`config.mk`:
```
export PLATFORM = sky130hd
export DESIGN_NAME = uamc_top
export DESIGN_NICKNAME = d
export VERILOG_FILES = /design/src/rtl/uamc_pkg.sv /design/src/rtl/uamc_baud.sv /design/src/rtl/uamc_guard.sv /design/src/rtl/uamc_top.sv
export SDC_FILE = /design/constraint.sdc
export NUM_CORES = 1
export LEC_CHECK = 0
export BUFFER_PORTS_ARGS = -buffer_cell sky130_fd_sc_hd__buf_4
export CAP_MARGIN = 30
export CORE_MARGIN = 4
export CORE_UTILIZATION = 45
export DETAILED_ROUTE_END_ITERATION = 10
export PLACE_DENSITY_LB_ADDON = 0.25
export SLEW_MARGIN = 15
export SYNTH_ARGS = -nofsm -noshare
export SYNTH_HDL_FRONTEND = slang
export SYNTH_SLANG_ARGS = --single-unit
export TNS_END_PERCENT = 30
```
`constraint.sdc`:
```
create_clock -name clk_sys -period 4.2 [get_ports clk_sys]
set_clock_uncertainty 0.15 [all_clocks]
set_input_delay 0.42 -clock clk_sys [delete_from_list [all_inputs] [get_ports clk_sys]]
set_output_delay 0.42 -clock clk_sys [all_outputs]
set_load 0.02 [all_outputs]
```
`src/rtl/uamc_pkg.sv`:
```
// package of register offsets, field positions, reset values and codes
// assumes a 32-bit word register port with one-cycle read latency
// Contract
// - guard value zero disables guard; 1..255 inserts that many idle bit periods
// - smart-card mode with ratio zero produces no baud clock
// - smart-card baud equals card clock over ratio 1..2047; resets to 0x174
// - errors in smart-card transfer counted in 8 bits; reading clears counter
// - 8-bit writable value sets infrared demodulator filter
// - tx preamble length zero suppresses preamble; 1..15 bit periods otherwise
// - tx pattern: 00 ones, 01 zeros, 10 zero-one, 11 one-zero
// - polarity 0: zero rises mid-bit, one falls; 1 inverts; tx and rx separate
// - rx preamble length zero disables detection; 1..15 bit periods expected
// - rx pattern: 00 ones, 01 zeros, 10 zero-one, 11 one-zero
// - drift bit set tolerates drift and needs 16x oversampling
// - node action 00 transmit, 01 receive, 10 ignore, 11 reserved
// - parity off 0: master appends parity, both check; 1: none
// - checksum off 0: master sends, slave checks; 1: none either role
// - checksum variant 0 enhanced, 1 classic
// - length source 0 uses length field; 1 decodes identifier bits 5 and 6
// - length field value n gives n plus one response bytes
// - frame slot off 0 enables frame slot timing, 1 disables
// - wakeup command sends new-style wakeup for variant 0, old-style for 1
// - dma mode 1 lets dma write lin config except that bit; 0 never
// - mode code 0xa selects lin master, 0xb lin slave
// - identifier writable in master; read-only last received in slave
package uamc_pkg;
    // ============
    // register offsets
    localparam logic [31:0] UAMC_OFS_GUARD = 32'hfff8c028;
    localparam logic [31:0] UAMC_OFS_RATIO = 32'hfff8c040;
    localparam logic [31:0] UAMC_OFS_ERRS  = 32'hfff8c044;
    localparam logic [31:0] UAMC_OFS_IRF   = 32'hfff8c04c;
    localparam logic [31:0] UAMC_OFS_MAN   = 32'hfff8c050;
    localparam logic [31:0] UAMC_OFS_LIN   = 32'hfff8c054;
    localparam logic [31:0] UAMC_OFS_LINID = 32'hfff8c058;
    // ============
    // reset values
    localparam logic [10:0] UAMC_RATIO_RST = 11'h174;
    // ============
    // manchester field positions
    localparam int UAMC_TX_PREAMBLE_LENGTH_LSB = 0;
    localparam int UAMC_TX_PREAMBLE_PATTERN_LSB = 8;
    localparam int UAMC_TX_POL    = 12;
    localparam int UAMC_RX_PREAMBLE_LENGTH_LSB = 16;
    localparam int UAMC_RX_PREAMBLE_PATTERN_LSB = 24;
    localparam int UAMC_RX_POL    = 28;
    localparam int UAMC_DRIFT     = 30;
    // ============
    // lin field positions
    localparam int UAMC_NODE_RESPONSE_ACTION_LSB  = 0;
    localparam int UAMC_ID_PARITY_OFF    = 2;
    localparam int UAMC_CHECKSUM_OFF    = 3;
    localparam int UAMC_CHECKSUM_VARIANT    = 4;
    localparam int UAMC_DLM       = 5;
    localparam int UAMC_FRAME_SLOT_OFF     = 6;
    localparam int UAMC_WKTYP     = 7;
    localparam int UAMC_DLC_LSB   = 8;
    localparam int UAMC_DMAW      = 16;
    // ============
    // operating mode, node action and preamble pattern codes
    localparam logic [3:0] UAMC_MODE_CARD   = 4'h4;
    localparam logic [3:0] UAMC_MODE_LIN_M  = 4'ha;
    localparam logic [3:0] UAMC_MODE_LIN_S  = 4'hb;
    localparam logic [1:0] UAMC_NODE_RESPONSE_ACTION_RSVD   = 2'h3;
    typedef enum logic [1:0] {UAMC_PP_ONES, UAMC_PP_ZEROS, UAMC_PP_ZO, UAMC_PP_OZ} uamc_pp_t;
endpackage

```
`src/rtl/uamc_baud.sv`:
```
// smart-card baud divider: one tick per ratio card-clock ticks
// assumes card_tick is a one-cycle pulse on clk_sys
`timescale 1ns/1ps
module uamc_baud (
    input  wire logic        clk_sys,
    input  wire logic        rst_b,
    input  wire logic        clk_en,
    input  wire logic        card_mode,
    input  wire logic [10:0] ratio,
    input  wire logic        card_tick,
    output logic             baud_tick
);
    import uamc_pkg::*;
    typedef struct packed {
        logic [10:0] cnt;
        logic        tick;
    } uamc_baud_st_t;
    uamc_baud_st_t s_q, s_d;

    // ratio zero stops the divider entirely
    always_comb begin
        s_d      = s_q;
        s_d.tick = 1'b0;
        if (!card_mode || ratio == 11'h000) begin
            s_d.cnt = 11'h000;
        end else if (card_tick) begin
            if (s_q.cnt + 11'h001 >= ratio) begin
                s_d.cnt  = 11'h000;
                s_d.tick = 1'b1;
            end else begin
                s_d.cnt = s_q.cnt + 11'h001;
            end
        end
    end

    always_ff @(posedge clk_sys or negedge rst_b) begin
        if (!rst_b) begin
            s_q <= '0;
        end else if (clk_en) begin
            s_q <= s_d;
        end
    end
    assign baud_tick = s_q.tick;

    a_no_tick_zero: assert property (@(posedge clk_sys) disable iff (!rst_b)
        clk_en && ratio == 11'h000 |=> !baud_tick) else $error("baud tick with zero ratio");
endmodule

```
`src/rtl/uamc_guard.sv`:
```
// guard and preamble timer: counts bit periods for a started delay
// assumes bit_tick is a one-cycle pulse per bit period
`timescale 1ns/1ps
module uamc_guard (
    input  wire logic       clk_sys,
    input  wire logic       rst_b,
    input  wire logic       clk_en,
    input  wire logic       start,
    input  wire logic [7:0] length,
    input  wire logic       bit_tick,
    output logic            busy
);
    import uamc_pkg::*;
    typedef struct packed {
        logic [7:0] left;
    } uamc_guard_st_t;
    uamc_guard_st_t s_q, s_d;

    // zero length never arms the timer
    always_comb begin
        s_d = s_q;
        if (start) begin
            s_d.left = length;
        end else if (bit_tick && s_q.left != 8'h00) begin
            s_d.left = s_q.left - 8'h01;
        end
    end

    always_ff @(posedge clk_sys or negedge rst_b) begin
        if (!rst_b) begin
            s_q <= '0;
        end else if (clk_en) begin
            s_q <= s_d;
        end
    end
    assign busy = s_q.left != 8'h00;
endmodule

```
`src/rtl/uamc_top.sv`:
```
// auxiliary mode configuration of the serial transceiver
// assumes a plain register port on clk_sys and core events on the same clock
`timescale 1ns/1ps
module uamc_top (
    input  wire logic        clk_sys,
    input  wire logic        rst_b,
    input  wire logic        clk_en,
    input  wire logic [31:0] reg_addr,
    input  wire logic [31:0] reg_wdata,
    input  wire logic        reg_wr,
    input  wire logic        reg_rd,
    output logic      [31:0] reg_rdata,
    input  wire logic [3:0]  op_mode,
    input  wire logic        card_tick,
    input  wire logic        bit_tick,
    input  wire logic        card_error,
    input  wire logic        char_done,
    input  wire logic        frame_start,
    input  wire logic        send_wakeup_cmd,
    input  wire logic        dma_wr,
    input  wire logic [31:0] dma_wdata,
    input  wire logic        id_rx_valid,
    input  wire logic [7:0]  id_rx_byte,
    output logic             baud_tick,
    output logic             guard_busy,
    output logic             tx_preamble_busy,
    output logic             tx_preamble_bit,
    output logic [7:0]       ir_filter,
    output logic             rx_preamble_on,
    output logic [3:0]       rx_preamble_length,
    output logic             rx_preamble_bit,
    output logic             tx_line_code_polarity,
    output logic             rx_line_code_polarity,
    output logic             drift_on,
    output logic             lin_master,
    output logic             lin_slave,
    output logic             tx_response,
    output logic             rx_response,
    output logic             gen_parity,
    output logic             chk_parity,
    output logic             gen_checksum,
    output logic             chk_checksum,
    output logic             enhanced_checksum,
    output logic [8:0]       response_bytes,
    output logic             frame_slot_on,
    output logic             wakeup_pulse,
    output logic             wakeup_new_style,
    output logic [7:0]       identifier_byte
);
    import uamc_pkg::*;

    // ============
    // state
    typedef struct packed {
        logic [7:0]  guard_bit_count;
        logic [10:0] card_clock_ratio;
        logic [7:0]  card_error_total;
        logic [7:0]  ir_filter;
        logic [31:0] man;
        logic [16:0] lin;
        logic [7:0]  ident;
        logic [31:0] rdata;
        logic        wk;
        logic        wk_type;
        logic        pre_phase;
    } uamc_st_t;
    uamc_st_t s_q, s_d;

    logic card_mode;
    logic pre_start;
    logic tx_preamble_length_zero;

    // ============
    // decode helpers
    function automatic logic hit(input logic [31:0] a, input logic [31:0] ofs);
        return a == ofs;
    endfunction

    // preamble bit from pattern and phase, before line polarity
    function automatic logic pp_bit(input logic [1:0] pp, input logic ph);
        unique case (uamc_pp_t'(pp))
            UAMC_PP_ONES:  pp_bit = 1'b1;
            UAMC_PP_ZEROS: pp_bit = 1'b0;
            UAMC_PP_ZO:    pp_bit = ph;
            UAMC_PP_OZ:    pp_bit = !ph;
        endcase
    endfunction

    assign card_mode  = op_mode == UAMC_MODE_CARD;
    assign lin_master = op_mode == UAMC_MODE_LIN_M;
    assign lin_slave  = op_mode == UAMC_MODE_LIN_S;

    // ============
    // register and event update
    always_comb begin
        s_d       = s_q;
        s_d.wk    = 1'b0;
        s_d.rdata = 32'h0000_0000;
        if (reg_wr) begin
            if (hit(reg_addr, UAMC_OFS_GUARD)) s_d.guard_bit_count = reg_wdata[7:0];
            if (hit(reg_addr, UAMC_OFS_RATIO)) s_d.card_clock_ratio = reg_wdata[10:0];
            if (hit(reg_addr, UAMC_OFS_IRF))   s_d.ir_filter = reg_wdata[7:0];
            if (hit(reg_addr, UAMC_OFS_MAN)) begin
                s_d.man = reg_wdata & 32'h530f_130f;
            end
            if (hit(reg_addr, UAMC_OFS_LIN)) begin
                s_d.lin = reg_wdata[16:0];
                // wakeup command shares the lin word at bit 17
                s_d.wk      = reg_wdata[17];
                s_d.wk_type = reg_wdata[UAMC_WKTYP];
            end
            if (hit(reg_addr, UAMC_OFS_LINID) && lin_master) begin
                s_d.ident = reg_wdata[7:0];
            end
        end
        if (send_wakeup_cmd) begin
            s_d.wk      = 1'b1;
            s_d.wk_type = s_q.lin[UAMC_WKTYP];
        end
        // dma keeps its own enable bit untouched
        if (dma_wr && s_q.lin[UAMC_DMAW]) begin
            s_d.lin[15:0] = dma_wdata[15:0];
        end
        if (lin_slave && id_rx_valid) begin
            s_d.ident = id_rx_byte;
        end
        // read mux
        if (reg_rd) begin
            if (hit(reg_addr, UAMC_OFS_GUARD)) s_d.rdata = {24'h000000, s_q.guard_bit_count};
            if (hit(reg_addr, UAMC_OFS_RATIO)) s_d.rdata = {21'h000000, s_q.card_clock_ratio};
            if (hit(reg_addr, UAMC_OFS_ERRS))  s_d.rdata = {24'h000000, s_q.card_error_total};
            if (hit(reg_addr, UAMC_OFS_IRF))   s_d.rdata = {24'h000000, s_q.ir_filter};
            if (hit(reg_addr, UAMC_OFS_MAN))   s_d.rdata = s_q.man;
            if (hit(reg_addr, UAMC_OFS_LIN))   s_d.rdata = {15'h0000, s_q.lin};
            if (hit(reg_addr, UAMC_OFS_LINID)) s_d.rdata = {24'h000000, s_q.ident};
        end
        // read clears the counter, but an error in the same cycle still counts
        if (reg_rd && hit(reg_addr, UAMC_OFS_ERRS)) begin
            s_d.card_error_total = 8'h00;
        end
        if (card_mode && card_error) begin
            s_d.card_error_total = (reg_rd && hit(reg_addr, UAMC_OFS_ERRS)) ? 8'h01
                                 : s_q.card_error_total + 8'h01;
        end
        // alternate preamble phase every bit period
        if (pre_start) begin
            s_d.pre_phase = 1'b0;
        end else if (bit_tick) begin
            s_d.pre_phase = !s_q.pre_phase;
        end
    end

    always_ff @(posedge clk_sys or negedge rst_b) begin
        if (!rst_b) begin
            s_q                  <= '0;
            s_q.card_clock_ratio <= UAMC_RATIO_RST;
        end else if (clk_en) begin
            s_q <= s_d;
        end
    end

    // ============
    // timers
    uamc_baud u_baud (
        .clk_sys   (clk_sys),
        .rst_b     (rst_b),
        .clk_en    (clk_en),
        .card_mode (card_mode),
        .ratio     (s_q.card_clock_ratio),
        .card_tick (card_tick),
        .baud_tick (baud_tick)
    );

    // guard restarts after each character; zero never arms it
    uamc_guard u_guard (
        .clk_sys  (clk_sys),
        .rst_b    (rst_b),
        .clk_en   (clk_en),
        .start    (char_done),
        .length   (s_q.guard_bit_count),
        .bit_tick (bit_tick),
        .busy     (guard_busy)
    );

    assign tx_preamble_length_zero = s_q.man[UAMC_TX_PREAMBLE_LENGTH_LSB +: 4] == 4'h0;
    assign pre_start  = frame_start && !tx_preamble_length_zero;

    uamc_guard u_pre (
        .clk_sys  (clk_sys),
        .rst_b    (rst_b),
        .clk_en   (clk_en),
        .start    (pre_start),
        .length   ({4'h0, s_q.man[UAMC_TX_PREAMBLE_LENGTH_LSB +: 4]}),
        .bit_tick (bit_tick),
        .busy     (tx_preamble_busy)
    );

    // ============
    // outputs; polarity inverts the pattern as seen on the line
    assign tx_line_code_polarity = s_q.man[UAMC_TX_POL];
    assign rx_line_code_polarity = s_q.man[UAMC_RX_POL];
    assign tx_preamble_bit = pp_bit(s_q.man[UAMC_TX_PREAMBLE_PATTERN_LSB +: 2], s_q.pre_phase)
                             ^ s_q.man[UAMC_TX_POL];
    assign rx_preamble_length = s_q.man[UAMC_RX_PREAMBLE_LENGTH_LSB +: 4];
    assign rx_preamble_on     = rx_preamble_length != 4'h0;
    assign rx_preamble_bit = pp_bit(s_q.man[UAMC_RX_PREAMBLE_PATTERN_LSB +: 2], s_q.pre_phase)
                             ^ s_q.man[UAMC_RX_POL];
    assign drift_on  = s_q.man[UAMC_DRIFT];
    assign ir_filter = s_q.ir_filter;
    assign reg_rdata = s_q.rdata;

    // lin options; reserved action code does neither
    assign tx_response = s_q.lin[UAMC_NODE_RESPONSE_ACTION_LSB +: 2] == 2'h0;
    assign rx_response = s_q.lin[UAMC_NODE_RESPONSE_ACTION_LSB +: 2] == 2'h1;
    assign gen_parity  = lin_master && !s_q.lin[UAMC_ID_PARITY_OFF];
    assign chk_parity  = (lin_master || lin_slave) && !s_q.lin[UAMC_ID_PARITY_OFF];
    assign gen_checksum = lin_master && !s_q.lin[UAMC_CHECKSUM_OFF];
    assign chk_checksum = lin_slave && !s_q.lin[UAMC_CHECKSUM_OFF];
    assign enhanced_checksum = !s_q.lin[UAMC_CHECKSUM_VARIANT];
    // identifier bits 6:5 give 2, 2, 4 or 8 bytes
    always_comb begin
        if (!s_q.lin[UAMC_DLM]) begin
            response_bytes = {1'b0, s_q.lin[UAMC_DLC_LSB +: 8]} + 9'h001;
        end else begin
            unique case (s_q.ident[6:5])
                2'h0:    response_bytes = 9'h002;
                2'h1:    response_bytes = 9'h002;
                2'h2:    response_bytes = 9'h004;
                default: response_bytes = 9'h008;
            endcase
        end
    end
    assign frame_slot_on    = !s_q.lin[UAMC_FRAME_SLOT_OFF];
    assign wakeup_pulse     = s_q.wk;
    assign wakeup_new_style = !s_q.wk_type;
    assign identifier_byte  = s_q.ident;

    // ============
    // checks
    a_err_clear_rd: assert property (@(posedge clk_sys) disable iff (!rst_b)
        clk_en && reg_rd && reg_addr == UAMC_OFS_ERRS && !card_error
        |=> s_q.card_error_total == 8'h00) else $error("error count not cleared");
    a_err_count_up: assert property (@(posedge clk_sys) disable iff (!rst_b)
        clk_en && card_mode && card_error && !reg_rd
        |=> s_q.card_error_total == $past(s_q.card_error_total) + 8'h01) else $error("error not counted");
    a_ratio_reset: assert property (@(posedge clk_sys) disable iff (!rst_b)
        $rose(rst_b) |-> s_q.card_clock_ratio == 11'h174) else $error("ratio reset wrong");
    a_pre_zero_off: assert property (@(posedge clk_sys) disable iff (!rst_b)
        tx_preamble_length_zero && !tx_preamble_busy |=> !tx_preamble_busy) else $error("preamble with zero length");
    a_dma_keep_bit: assert property (@(posedge clk_sys) disable iff (!rst_b)
        clk_en && dma_wr && !(reg_wr && reg_addr == UAMC_OFS_LIN)
        |=> s_q.lin[UAMC_DMAW] == $past(s_q.lin[UAMC_DMAW])) else $error("dma changed its own bit");
    a_dma_blocked: assert property (@(posedge clk_sys) disable iff (!rst_b)
        clk_en && dma_wr && !s_q.lin[UAMC_DMAW] && !(reg_wr && reg_addr == UAMC_OFS_LIN)
        |=> $stable(s_q.lin)) else $error("dma wrote while disabled");
    a_id_slave_ro: assert property (@(posedge clk_sys) disable iff (!rst_b)
        clk_en && lin_slave && !id_rx_valid |=> $stable(s_q.ident)) else $error("slave id changed");
    a_len_field: assert property (@(posedge clk_sys) disable iff (!rst_b)
        !s_q.lin[UAMC_DLM] |-> response_bytes == {1'b0, s_q.lin[15:8]} + 9'h001) else $error("length wrong");
    a_parity_off: assert property (@(posedge clk_sys) disable iff (!rst_b)
        s_q.lin[UAMC_ID_PARITY_OFF] |-> !gen_parity && !chk_parity) else $error("parity active when off");
    a_guard_zero: assert property (@(posedge clk_sys) disable iff (!rst_b)
        clk_en && char_done && s_q.guard_bit_count == 8'h00 |=> !guard_busy) else $error("guard armed at zero");
    c_card_err: cover property (@(posedge clk_sys) card_mode && card_error);
    c_baud: cover property (@(posedge clk_sys) baud_tick);
    c_wakeup: cover property (@(posedge clk_sys) wakeup_pulse);
endmodule

```
==> results of run 1 <==
## cells by family after synthesis
group                      Yosys count
AOI/OAI and AO/OA                  199
adders and majority gates           18
other                                1
DFF                                130
buffers and inverters              121
muxes                               63
xor gates and xnor gates            17
and+or+nand+nor                    247
## metal layers
layer / track usage (%) / up-vias / wire [um]
li1: - / 3117 / -
met1: 32.67 / 3207 / 10130
met2: 36.49 / 295 / 10390
met3: 5.931 / 36 / 1802
met4: 8.084 / 0 / 592
met5: 0 / - / 0
## through the flow
| step | total power, mW | instance area (um^2) |
|---|---|---|
| after floorplan | 1.779 | 7712 |
| after global placement | 1.988 | 8822 |
| after detailed placement | 2.003 | 8850 |
| after CTS | 3.454 | 9439 |
| after global routing | 3.599 | 9454 |
| final | 3.444 | 9454 |
## registers in the layout, summed over array words and instances (netlist names), 4 cells and up
register and cells:
u_baud.s_q 11, ir_filter 8, rx_preamble_length 4, identifier_byte 8, u_guard.s_q 8, s_q 54
reg_rdata 24, u_pre.s_q 8
## timing repair
item                                    4_1_cts  5_1_grt
buffers inserted                              0        0
hold buffers                                  1        0
hold endpoints to repair                     21        0
endpoints found under the setup margin        0        0
## where the power goes
group	internal (mW)	switching (mW)	leakage [nW]
combinational	0.236	0.306	2.44
sequential	1.35	0.105	1.75
clock	0.886	0.565	0.275
total	2.47	0.975	4.47
## cell type report
type                    instances  area [um^2]
inverters                      36        135.1
well taps                     220        275.3
clock buffers                  19        442.9
fillers                      1490         7188
repair buffers                186         1431
multi-input cells             552         3774
clock inverters                13        136.4
flip-flops and latches        130         3259
## synth_stat cells (3+ instances only)
cell type,count,area [um^2]
nand4_1,17,106.4
nor2_1,51,191.4
o2bb2ai_1,5,43.79
o22a_1,4,35.03
buf_1,3,11.26
o21ai_0,49,245.2
dfrtp_1,125,3128
mux2i_1,17,170.2
o31ai_1,4,30.03
a2bb2oi_1,17,148.9
a21oi_1,38,190.2
nand2_1,54,202.7
or4_1,5,37.54
mux2_2,36,405.4
a22o_1,16,140.1
mux2_4,10,150.1
buf_4,53,397.9
nor3_1,16,80.08
a22oi_1,8,60.06
nand3_1,25,125.1
and3_1,6,37.54
nor2b_1,13,81.33
or3_1,12,75.07
xnor2_1,9,78.83
inv_1,36,135.1
dfstp_2,5,131.4
o211a_1,4,40.04
o22ai_1,21,131.4
or2_2,5,31.28
xor2_1,8,70.07
o21a_1,5,37.54
a211oi_1,7,52.55
clkbuf_1,25,93.84
a31oi_1,3,18.77
and2_1,7,43.79
nor4_1,10,62.56
nor3b_1,4,30.03
ha_1,18,225.2
nand2b_1,5,31.28
## how the worst min path moves through the flow
stage / from / slack [ps] / to / cells after the start
after floorplan: rst_b / -30 / drift_on / 0
after global placement: reg_rdata[12] / 320 / reg_rdata[12] / 2
after detailed placement: rst_b / 220 / ir_filter[2] / 1
after CTS: reg_wdata[25] / 60 / s_q[85] / 2
after global routing: reg_wdata[25] / 70 / s_q[85] / 2
final: reg_wdata[25] / 70 / s_q[85] / 2
==> impl_metrics.py, run 1 <==
metrics = {
    "worst_setup_path": {
        "critical_path.top_delay_family": "simple AND/OR/NAND/NOR gates",
        "ff2ff_setup_slack_ps": 1090,
        "crit_end": "u_baud.s_q[3]",
        "critical-path-max-stage-delay_ps": 430,
        "crit_path_frequent_cell": "o21a_1",
        "critPathLaunch": "u_baud.s_q[1]",
        "cp_cell_sequence": "ha_1 -> nand3_1 -> nor2_1 -> nand3_1 -> and2_1 -> or2_2 -> ha_1 -> o21a_1 -> o21a_1 -> o21a_1 -> a211oi_1 -> buf_4 -> o21ai_0 -> nand2_1",
        "critPathMaxFanout": 9,
        "cp_num_cells": 14,
        "timing.rr.start": "u_baud.s_q[1]",
        "r2r_end": "u_baud.s_q[3]",
        "crit_path_end_kind": "flop",
        "slowest_stage": "dfrtp_1",
        "cp-start-kind": "flop",
        "worstPathArrival_ps": 3330,
        "path_buf_inv": 1,
        "path_class": "reg2reg",
        "r2r_cells": 14,
        "worstPathRequired_ps": 4410,
    },
    "synth": {
        "netlist_area_um2": 7686,
        "syn_inst": 796,
        "synthMuxAreaShare_pct": 9.442,
        "synth_cell_type_count": 70,
        "seq_area_frac_synth_pct": 42.41,
        "ys_warn_count": 0,
        "synth_edf_count": 0,
        "synthAdderAreaFrac_pct": 2.930,
        "yosys_register_bits": 130,
        "syn_avg_cell_area_um2": 9.656,
        "synth_ff_type": "dfrtp_1",
        "synth_compound_area_share_pct": 17.19,
        "synthSimpleGateAreaFrac_pct": 17.21,
        "synth_top_family_by_area": "simple AND/OR/NAND/NOR gates",
        "synth-async-reset-ratio_pct": 100.0,
        "synth-xor-area-share_pct": 1.937,
    },
    "floorplanning": {
        "dieArea_um2": 19230,
        "fp.coreArea_um2": 16640,
        "std_cell_rows": 47,
        "start_util_pct": 46.18,
        "die_y_um": 138.7,
        "die_width_um": 138.7,
        "ioPinCount": 203,
    },
    "timing": {
        "rsz0062_at_grt": "no",
        "min_period_ps": 3111,
        "finalSetupViolations": 0,
        "whs_ps": 70.42,
        "final.setup.tns_ps": 0,
        "slew_headroom_pct": 33.42,
        "fmax_mhz": 321.4,
        "hold_viol": 0,
        "drv_slew": 0,
        "layout_setup_ws_ps": 1089,
        "worst_slew_pin_slew_ps": 989.5,
        "fin_crit_sh_pct": 74.08,
    },
    "clock_tree": {
        "h-tree-depth": 4,
        "clock_path_buffers": 2,
        "root_buffer": "clkbuf_16",
        "clock-sinks": 130,
        "ctsResizeCount": 0,
        "path_clk_slew_ps": 60,
        "clk_latency_ps": 420,
        "cts_buffers": 17,
        "cts_tree": "built",
    },
    "global_routing": {
        "grt_max_degree": 57,
        "grt_pass1_vias": 6539,
        "gr-total-overflow": 0,
        "grt_pass1_wl_um": 36300,
        "grt_use_total_pct": 23.64,
        "antenna_found_initial": 0,
    },
    "drt": {
        "route.detailed.drc": 0,
        "dr.pass1.iters": 5,
        "vias": 6655,
        "wire_per_inst_um": 19.83,
        "viasPerCell": 5.757,
        "ant_nets": 0,
        "drt_iter0_drc": 421,
        "wirelength_um": 22920,
    },
    "place": {
        "hpwlAfterDp_um": 17210,
        "numPlacedInstances": 1121,
        "portBuffers": 170,
        "place_ws_ps": 1021,
        "place_congestion": 0.9837,
    },
    "final_layout": {
        "fin_cells": 1156,
        "fin_util_pct": 56.81,
        "layout_common_cells": "buf_4, dfrtp_1, nand2_1",
        "antenna_cells": 0,
        "final_common_cell": "buf_4",
        "area_growth_syn_to_layout_pct": 23.00,
        "nets": 1062,
        "drive_above_1_share_pct": 30.24,
    },
    "power_and_ir_drop": {
        "ir_drop_mv": 0.2978,
        "p_per_area_nw_per_um2": 364.2,
        "leakage_nw": 4.470,
    },
    "worst_hold_path": {
        "hold_class": "in2reg",
    },
    "run_status": {
        "status": "completed",
    },
    "flow_run": {
        "maxCapViolCount": 0,
    },
}
No activity file was read; power rests on OpenSTA's default activity.
==> inputs of run 2 (changes only) <==
Clock period 4.2 ns to 2.7 ns, I/O delays scaled along.
==> run 2 against run 1 <==
Effect of this change: critical path type unchanged; total power grew 63%; critical path depth shrank 2; global-route usage grew 1.2 points; combinational power grew 61%; the run now ends with setup timing left; sequential share of layout area shrank 2.6 points; highest routed layer unchanged; setup slack lost 1200 ps; maximum frequency grew 9.0%; register-to-register slack lost 1200 ps; routed wire length grew 7.4%.
==> impl_metrics.py, run 2 (same netlist as run 1, synthesis figures left out) <==
metrics = {
    "global_routing": {
        "gr-total-overflow": 0,
        "grt_pass1_vias": 6766,
        "antenna_found_initial": 0,
        "grt_max_degree": 66,
        "grt_pass1_wl_um": 37870,
        "grt_use_total_pct": 24.81,
    },
    "run_status": {
        "status": "complete, but fails checks",
        "violations": "setup timing",
    },
    "power_and_ir_drop": {
        "ir_drop_mv": 0.4748,
        "switching_share_pct": 27.77,
        "seq_power_share_pct": 40.1,
        "p_total_mw": 5.598,
        "intPower_mw": 4.044,
        "leakage_nw": 4.829,
        "net-switching-power_mw": 1.555,
        "p_per_area_nw_per_um2": 547.4,
        "comb_power_share_pct": 15.6,
        "power.share.clock_pct": 44.3,
    },
    "floorplanning": {
        "start_util_pct": 46.18,
        "fp.coreArea_um2": 16640,
        "dieArea_um2": 19230,
        "die_width_um": 138.7,
        "std_cell_rows": 47,
        "die_y_um": 138.7,
        "ioPinCount": 203,
    },
    "drt": {
        "wire_per_inst_um": 20.17,
        "drt-met1-wl_um": 10430,
        "ant_nets": 0,
        "wirelength_um": 24610,
        "dr.pass1.iters": 7,
        "wl_met2_um": 11410,
        "viasPerCell": 5.811,
        "route.detailed.drc": 0,
        "top_layer": "met4",
        "drt_iter0_drc": 543,
        "wl_met3_um": 2130,
        "vias": 7090,
    },
    "final_layout": {
        "nFillCells": 1406,
        "nets": 1126,
        "largest_register_ffs": 54,
        "area_growth_syn_to_layout_pct": 33.06,
        "drive_above_1_share_pct": 35.00,
        "fin_cells": 1220,
        "layout_common_cells": "buf_4, dfrtp_1, nand2_1",
        "fin_util_pct": 61.45,
        "antenna_cells": 0,
        "top_register": "s_q",
        "final_area_um2": 10230,
        "final_common_cell": "buf_4",
    },
    "worst_setup_path": {
        "ff2ff_setup_slack_ps": -150,
        "critPathMaxFanout": 4,
        "worstPathArrival_ps": 3080,
        "path_class": "reg2reg",
        "cp_cell_sequence": "nand2_4 -> nor2_4 -> and3_4 -> nor2b_1 -> or2_2 -> ha_4 -> o21a_1 -> o21a_1 -> o21a_2 -> a211oi_4 -> buf_2 -> a22o_1",
        "timing.rr.start": "u_baud.s_q[1]",
        "r2r_cells": 12,
        "worstPathRequired_ps": 2920,
        "crit_path_frequent_cell": "o21a_1",
        "critical_path.top_delay_family": "compound AO/OA/AOI/OAI gates",
        "slowest_stage": "dfrtp_2",
        "r2r_end": "u_baud.s_q[11]",
        "cp-start-kind": "flop",
        "crit_path_end_kind": "flop",
        "critical-path-max-stage-delay_ps": 460,
        "path_buf_inv": 1,
    },
    "place": {
        "numPlacedInstances": 1155,
        "portBuffers": 170,
        "hpwlAfterDp_um": 17460,
        "post_dp_cell_area_um2": 9133,
        "place_congestion": 0.9827,
        "place_ws_ps": -149.7,
    },
    "clock_tree": {
        "clk_latency_ps": 430,
        "path_clk_slew_ps": 60,
        "h-tree-depth": 4,
        "cts_buffers": 17,
        "root_buffer": "clkbuf_16",
        "clock_path_buffers": 2,
        "clock-sinks": 130,
        "cts_tree": "built",
    },
    "timing": {
        "drv_slew": 0,
        "fmax_mhz": 350.5,
        "min_period_ps": 2853,
        "slew_headroom_pct": 39.87,
        "layout_setup_ws_ps": -153.2,
        "rsz0062_at_grt": "yes",
        "whs_ps": 10.07,
        "fin_crit_sh_pct": 105.7,
        "final.setup.tns_ps": -1273,
        "finalSetupViolations": 10,
        "hold_viol": 0,
        "worst_slew_pin_slew_ps": 895.9,
    },
    "worst_hold_path": {
        "hold_class": "in2reg",
        "hold_depth": 3,
        "min_to": "identifier_byte[1]",
        "hold_path_startpoint": "id_rx_byte[1]",
    },
    "flow_run": {
        "maxCapViolCount": 0,
    },
}
[run 2: worst max path at each step]
stage	cells after the start	startpoint	to	slack (ps)
floorplan	11	u_baud.s_q[3]	u_baud.s_q[10]	30
global route	12	u_baud.s_q[3]	u_baud.s_q[11]	-240
global placement	13	u_baud.s_q[1]	u_baud.s_q[9]	-100
CTS	13	u_baud.s_q[1]	u_baud.s_q[7]	-90
detailed placement	12	u_baud.s_q[1]	u_baud.s_q[4]	-150
finish	12	u_baud.s_q[1]	u_baud.s_q[11]	-150
[run 2: tightest hold or removal path: cells and delay by family]
kind                   cells  cell delay, ps
AOI/OAI and AO/OA          1             130
buffers and inverters      1              90
muxes                      1              50
[run 2: repair_timing]
item / 4_1_cts / 5_1_grt
resized for setup: 8 / 27
hold buffers: 23 / 0
setup endpoints to repair: 11 / 12
buffers inserted: 8 / 1
pin swaps: 13 / 14
cloned: 0 / 1
endpoints found under the hold margin: 59 / 0
[run 2: power groups by stage]
stage                     clock network, mW  logic, mW  registers, mW
after global placement                    0      0.820           2.27
after floorplan                           0      0.536           2.23
after detailed placement                  0      0.846           2.28
after global routing                   2.59      0.976           2.27
final                                  2.48      0.875           2.25
after CTS                              2.50      0.874           2.24
[run 2: area by class of cell]
type                            instances  area (um^2)  share of cell area [%]
Multi-Input combinational cell        552         3965                   38.77
Sequential cell                       130         3262                   31.89
Timing Repair Buffer                  250         1964                   19.21
Clock buffer                           18        439.2                   4.294
Tap cell                              220        275.3                   2.691
Clock inverter                         14        186.4                   1.823
Inverter                               36        135.1                   1.321
[run 2: metal layers]
layer,GRT usage (%),vias to the layer above
met4,7.878,0
met1,33.05,3465
met2,38.82,326
li1,-,3245
met5,0,-
met3,7.793,54
==> inputs of run 3 (changes only) <==
Settings changed: CORE_ASPECT_RATIO set to 1.2, HOLD_SLACK_MARGIN set to 0.06.
==> run 3 against run 2 <==
Effect of this change: the run still ends with setup timing left; hold slack improved by 110 ps; maximum frequency rose by 4.2%; sequential power barely moved; critical path depth did not move; design area rose by 1.6%; global-route usage fell by 0.31 points; first-iteration DRC count fell by 8.7%; sequential cell count did not move; sequential share of layout area fell by 0.53 points; combinational power rose by 2.5%; non-clock buffer count rose by 29; largest power group unchanged.
==> impl_metrics.py, run 3 (same netlist as run 1, synthesis figures left out) <==
metrics = {
    "floorplanning": {
        "std_cell_rows": 52,
        "die_width_um": 127.3,
        "ioPinCount": 203,
        "start_util_pct": 45.61,
        "fp.coreArea_um2": 16850,
        "dieArea_um2": 19240,
        "die_y_um": 151.2,
    },
    "final_layout": {
        "top_register": "s_q",
        "layout_common_cells": "buf_4, dfrtp_1, dlygate4sd3_1",
        "area_growth_syn_to_layout_pct": 35.23,
        "final_common_cell": "buf_4",
        "ff_latch_area_um2": 3259,
        "nFillCells": 1420,
        "largest_register_ffs": 54,
        "multi_input_area_um2": 3887,
        "drive_above_1_share_pct": 32.85,
        "fin_util_pct": 61.68,
        "antenna_cells": 0,
        "fin_cells": 1245,
        "nets": 1155,
    },
    "place": {
        "hpwlAfterDp_um": 17000,
        "portBuffers": 170,
        "numPlacedInstances": 1152,
        "place_congestion": 0.9121,
    },
    "clock_tree": {
        "h-tree-depth": 4,
        "clk_latency_ps": 420,
        "root_buffer": "clkbuf_16",
        "clock_path_buffers": 2,
        "path_clk_slew_ps": 60,
        "clock-sinks": 130,
        "cts_buffers": 17,
        "cts_tree": "built",
    },
    "global_routing": {
        "grt_max_degree": 131,
        "antenna_found_initial": 0,
        "grt_pass1_wl_um": 36510,
        "gr-total-overflow": 0,
        "grt_pass1_vias": 6948,
        "grt_use_total_pct": 24.49,
    },
    "power_and_ir_drop": {
        "p_per_area_nw_per_um2": 521.8,
        "p_total_mw": 5.423,
        "leakage_nw": 4.912,
        "ir_drop_mv": 0.3742,
    },
    "drt": {
        "vias": 6936,
        "drt_iter0_drc": 496,
        "wirelength_um": 23670,
        "dr.pass1.iters": 5,
        "ant_nets": 0,
        "wire_per_inst_um": 19.01,
        "viasPerCell": 5.571,
        "route.detailed.drc": 0,
    },
    "timing": {
        "min_period_ps": 2739,
        "finalSetupViolations": 10,
        "fmax_mhz": 365.1,
        "hold_viol": 0,
        "whs_ps": 116.6,
        "worst_slew_pin_slew_ps": 793.8,
        "rsz0062_at_grt": "yes",
        "drv_slew": 0,
        "fin_crit_sh_pct": 101.4,
        "layout_setup_ws_ps": -38.81,
        "slew_headroom_pct": 46.72,
    },
    "worst_setup_path": {
        "r2r_cells": 12,
        "critical_path.top_delay_family": "compound AO/OA/AOI/OAI gates",
        "slowest_stage": "dfrtp_1",
        "path_buf_inv": 0,
        "worstPathRequired_ps": 2910,
        "cp-start-kind": "flop",
        "critPathMaxFanout": 3,
        "critical-path-max-stage-delay_ps": 430,
        "cp_num_cells": 12,
        "crit_path_end_kind": "flop",
        "crit_path_frequent_cell": "o21a_1",
        "worstPathArrival_ps": 2950,
        "cp_cell_sequence": "nand2_2 -> nor2_2 -> and3_1 -> nor2b_1 -> or2_2 -> ha_4 -> o21a_1 -> o21a_1 -> o21a_1 -> a211o_1 -> a21oi_2 -> a21o_1",
        "path_class": "reg2reg",
    },
    "run_status": {
        "status": "complete, but fails checks",
        "violations": "setup timing",
    },
    "flow_run": {
        "maxCapViolCount": 0,
    },
    "worst_hold_path": {
        "hold_class": "in2reg",
        "hold_depth": 3,
    },
}
[run 3: per-stage QoR]
step	area [um^2]	setup WS, ps	TNS (ps)
finish	10390	-38.81	-164.0
global placement	9123	-60.63	-546.3
global route	10390	-171.5	-1731
detailed placement	9123	-64.76	-604.7
floorplan	7747	31.45	0
CTS	10370	1.165	0
[run 3: routing by layer]
metal	vias up	GRT usage [%]	wire length (um)
met1	3313	30.81	9771
li1	3299	-	-
met3	46	5.573	1719
met4	0	9.603	622
met2	278	40.99	11550
met5	-	0	0
[run 3: area by class of cell]
class | instances | share of cell area (%)
Clock buffer | 20 | 4.394
Clock inverter | 12 | 1.288
Inverter | 36 | 1.300
Multi-Input combinational cell | 552 | 37.40
Sequential cell | 130 | 31.36
Tap cell | 216 | 2.600
Timing Repair Buffer | 279 | 21.66
[run 3: path summary, 6_finish.rpt]
| kind | slack [ps] | end | startpoint |
|---|---|---|---|
| min in group asynchronous | 350 | ir_filter[1] | rst_b |
| max in group asynchronous | 1500 | s_q[49] | rst_b |
| setup / recovery | -40 | u_baud.s_q[7] | u_baud.s_q[2] |
| setup reg to reg | -40 | u_baud.s_q[7] | u_baud.s_q[2] |
| hold reg to reg | 340 | u_baud.baud_tick | u_baud.baud_tick |
| hold / removal | 120 | u_baud.baud_tick | card_tick |
[run 3: worst reg2reg max path, delay by kind of cell, from the launching register on]
kind                       cells  cell delay [ps]
AOI/OAI and AO/OA              6             1120
DFF                            1              430
and+or+nand+nor                5              770
adders and majority gates      1              210
[run 3: what timing repair did]
item                                    in CTS  in global routing
buffers inserted                             5                  0
resized for setup                           11                  6
hold buffers                                56                  0
endpoints found under the setup margin      11                 16
pin swaps                                    5                  1
endpoints found under the hold margin      200                  0
[run 3: where the power goes]
part	total (mW)	internal [mW]	switching (mW)
clock network	2.27	1.41	0.867
logic	0.897	0.415	0.482
registers	2.25	2.09	0.158
total	5.42	3.92	1.51
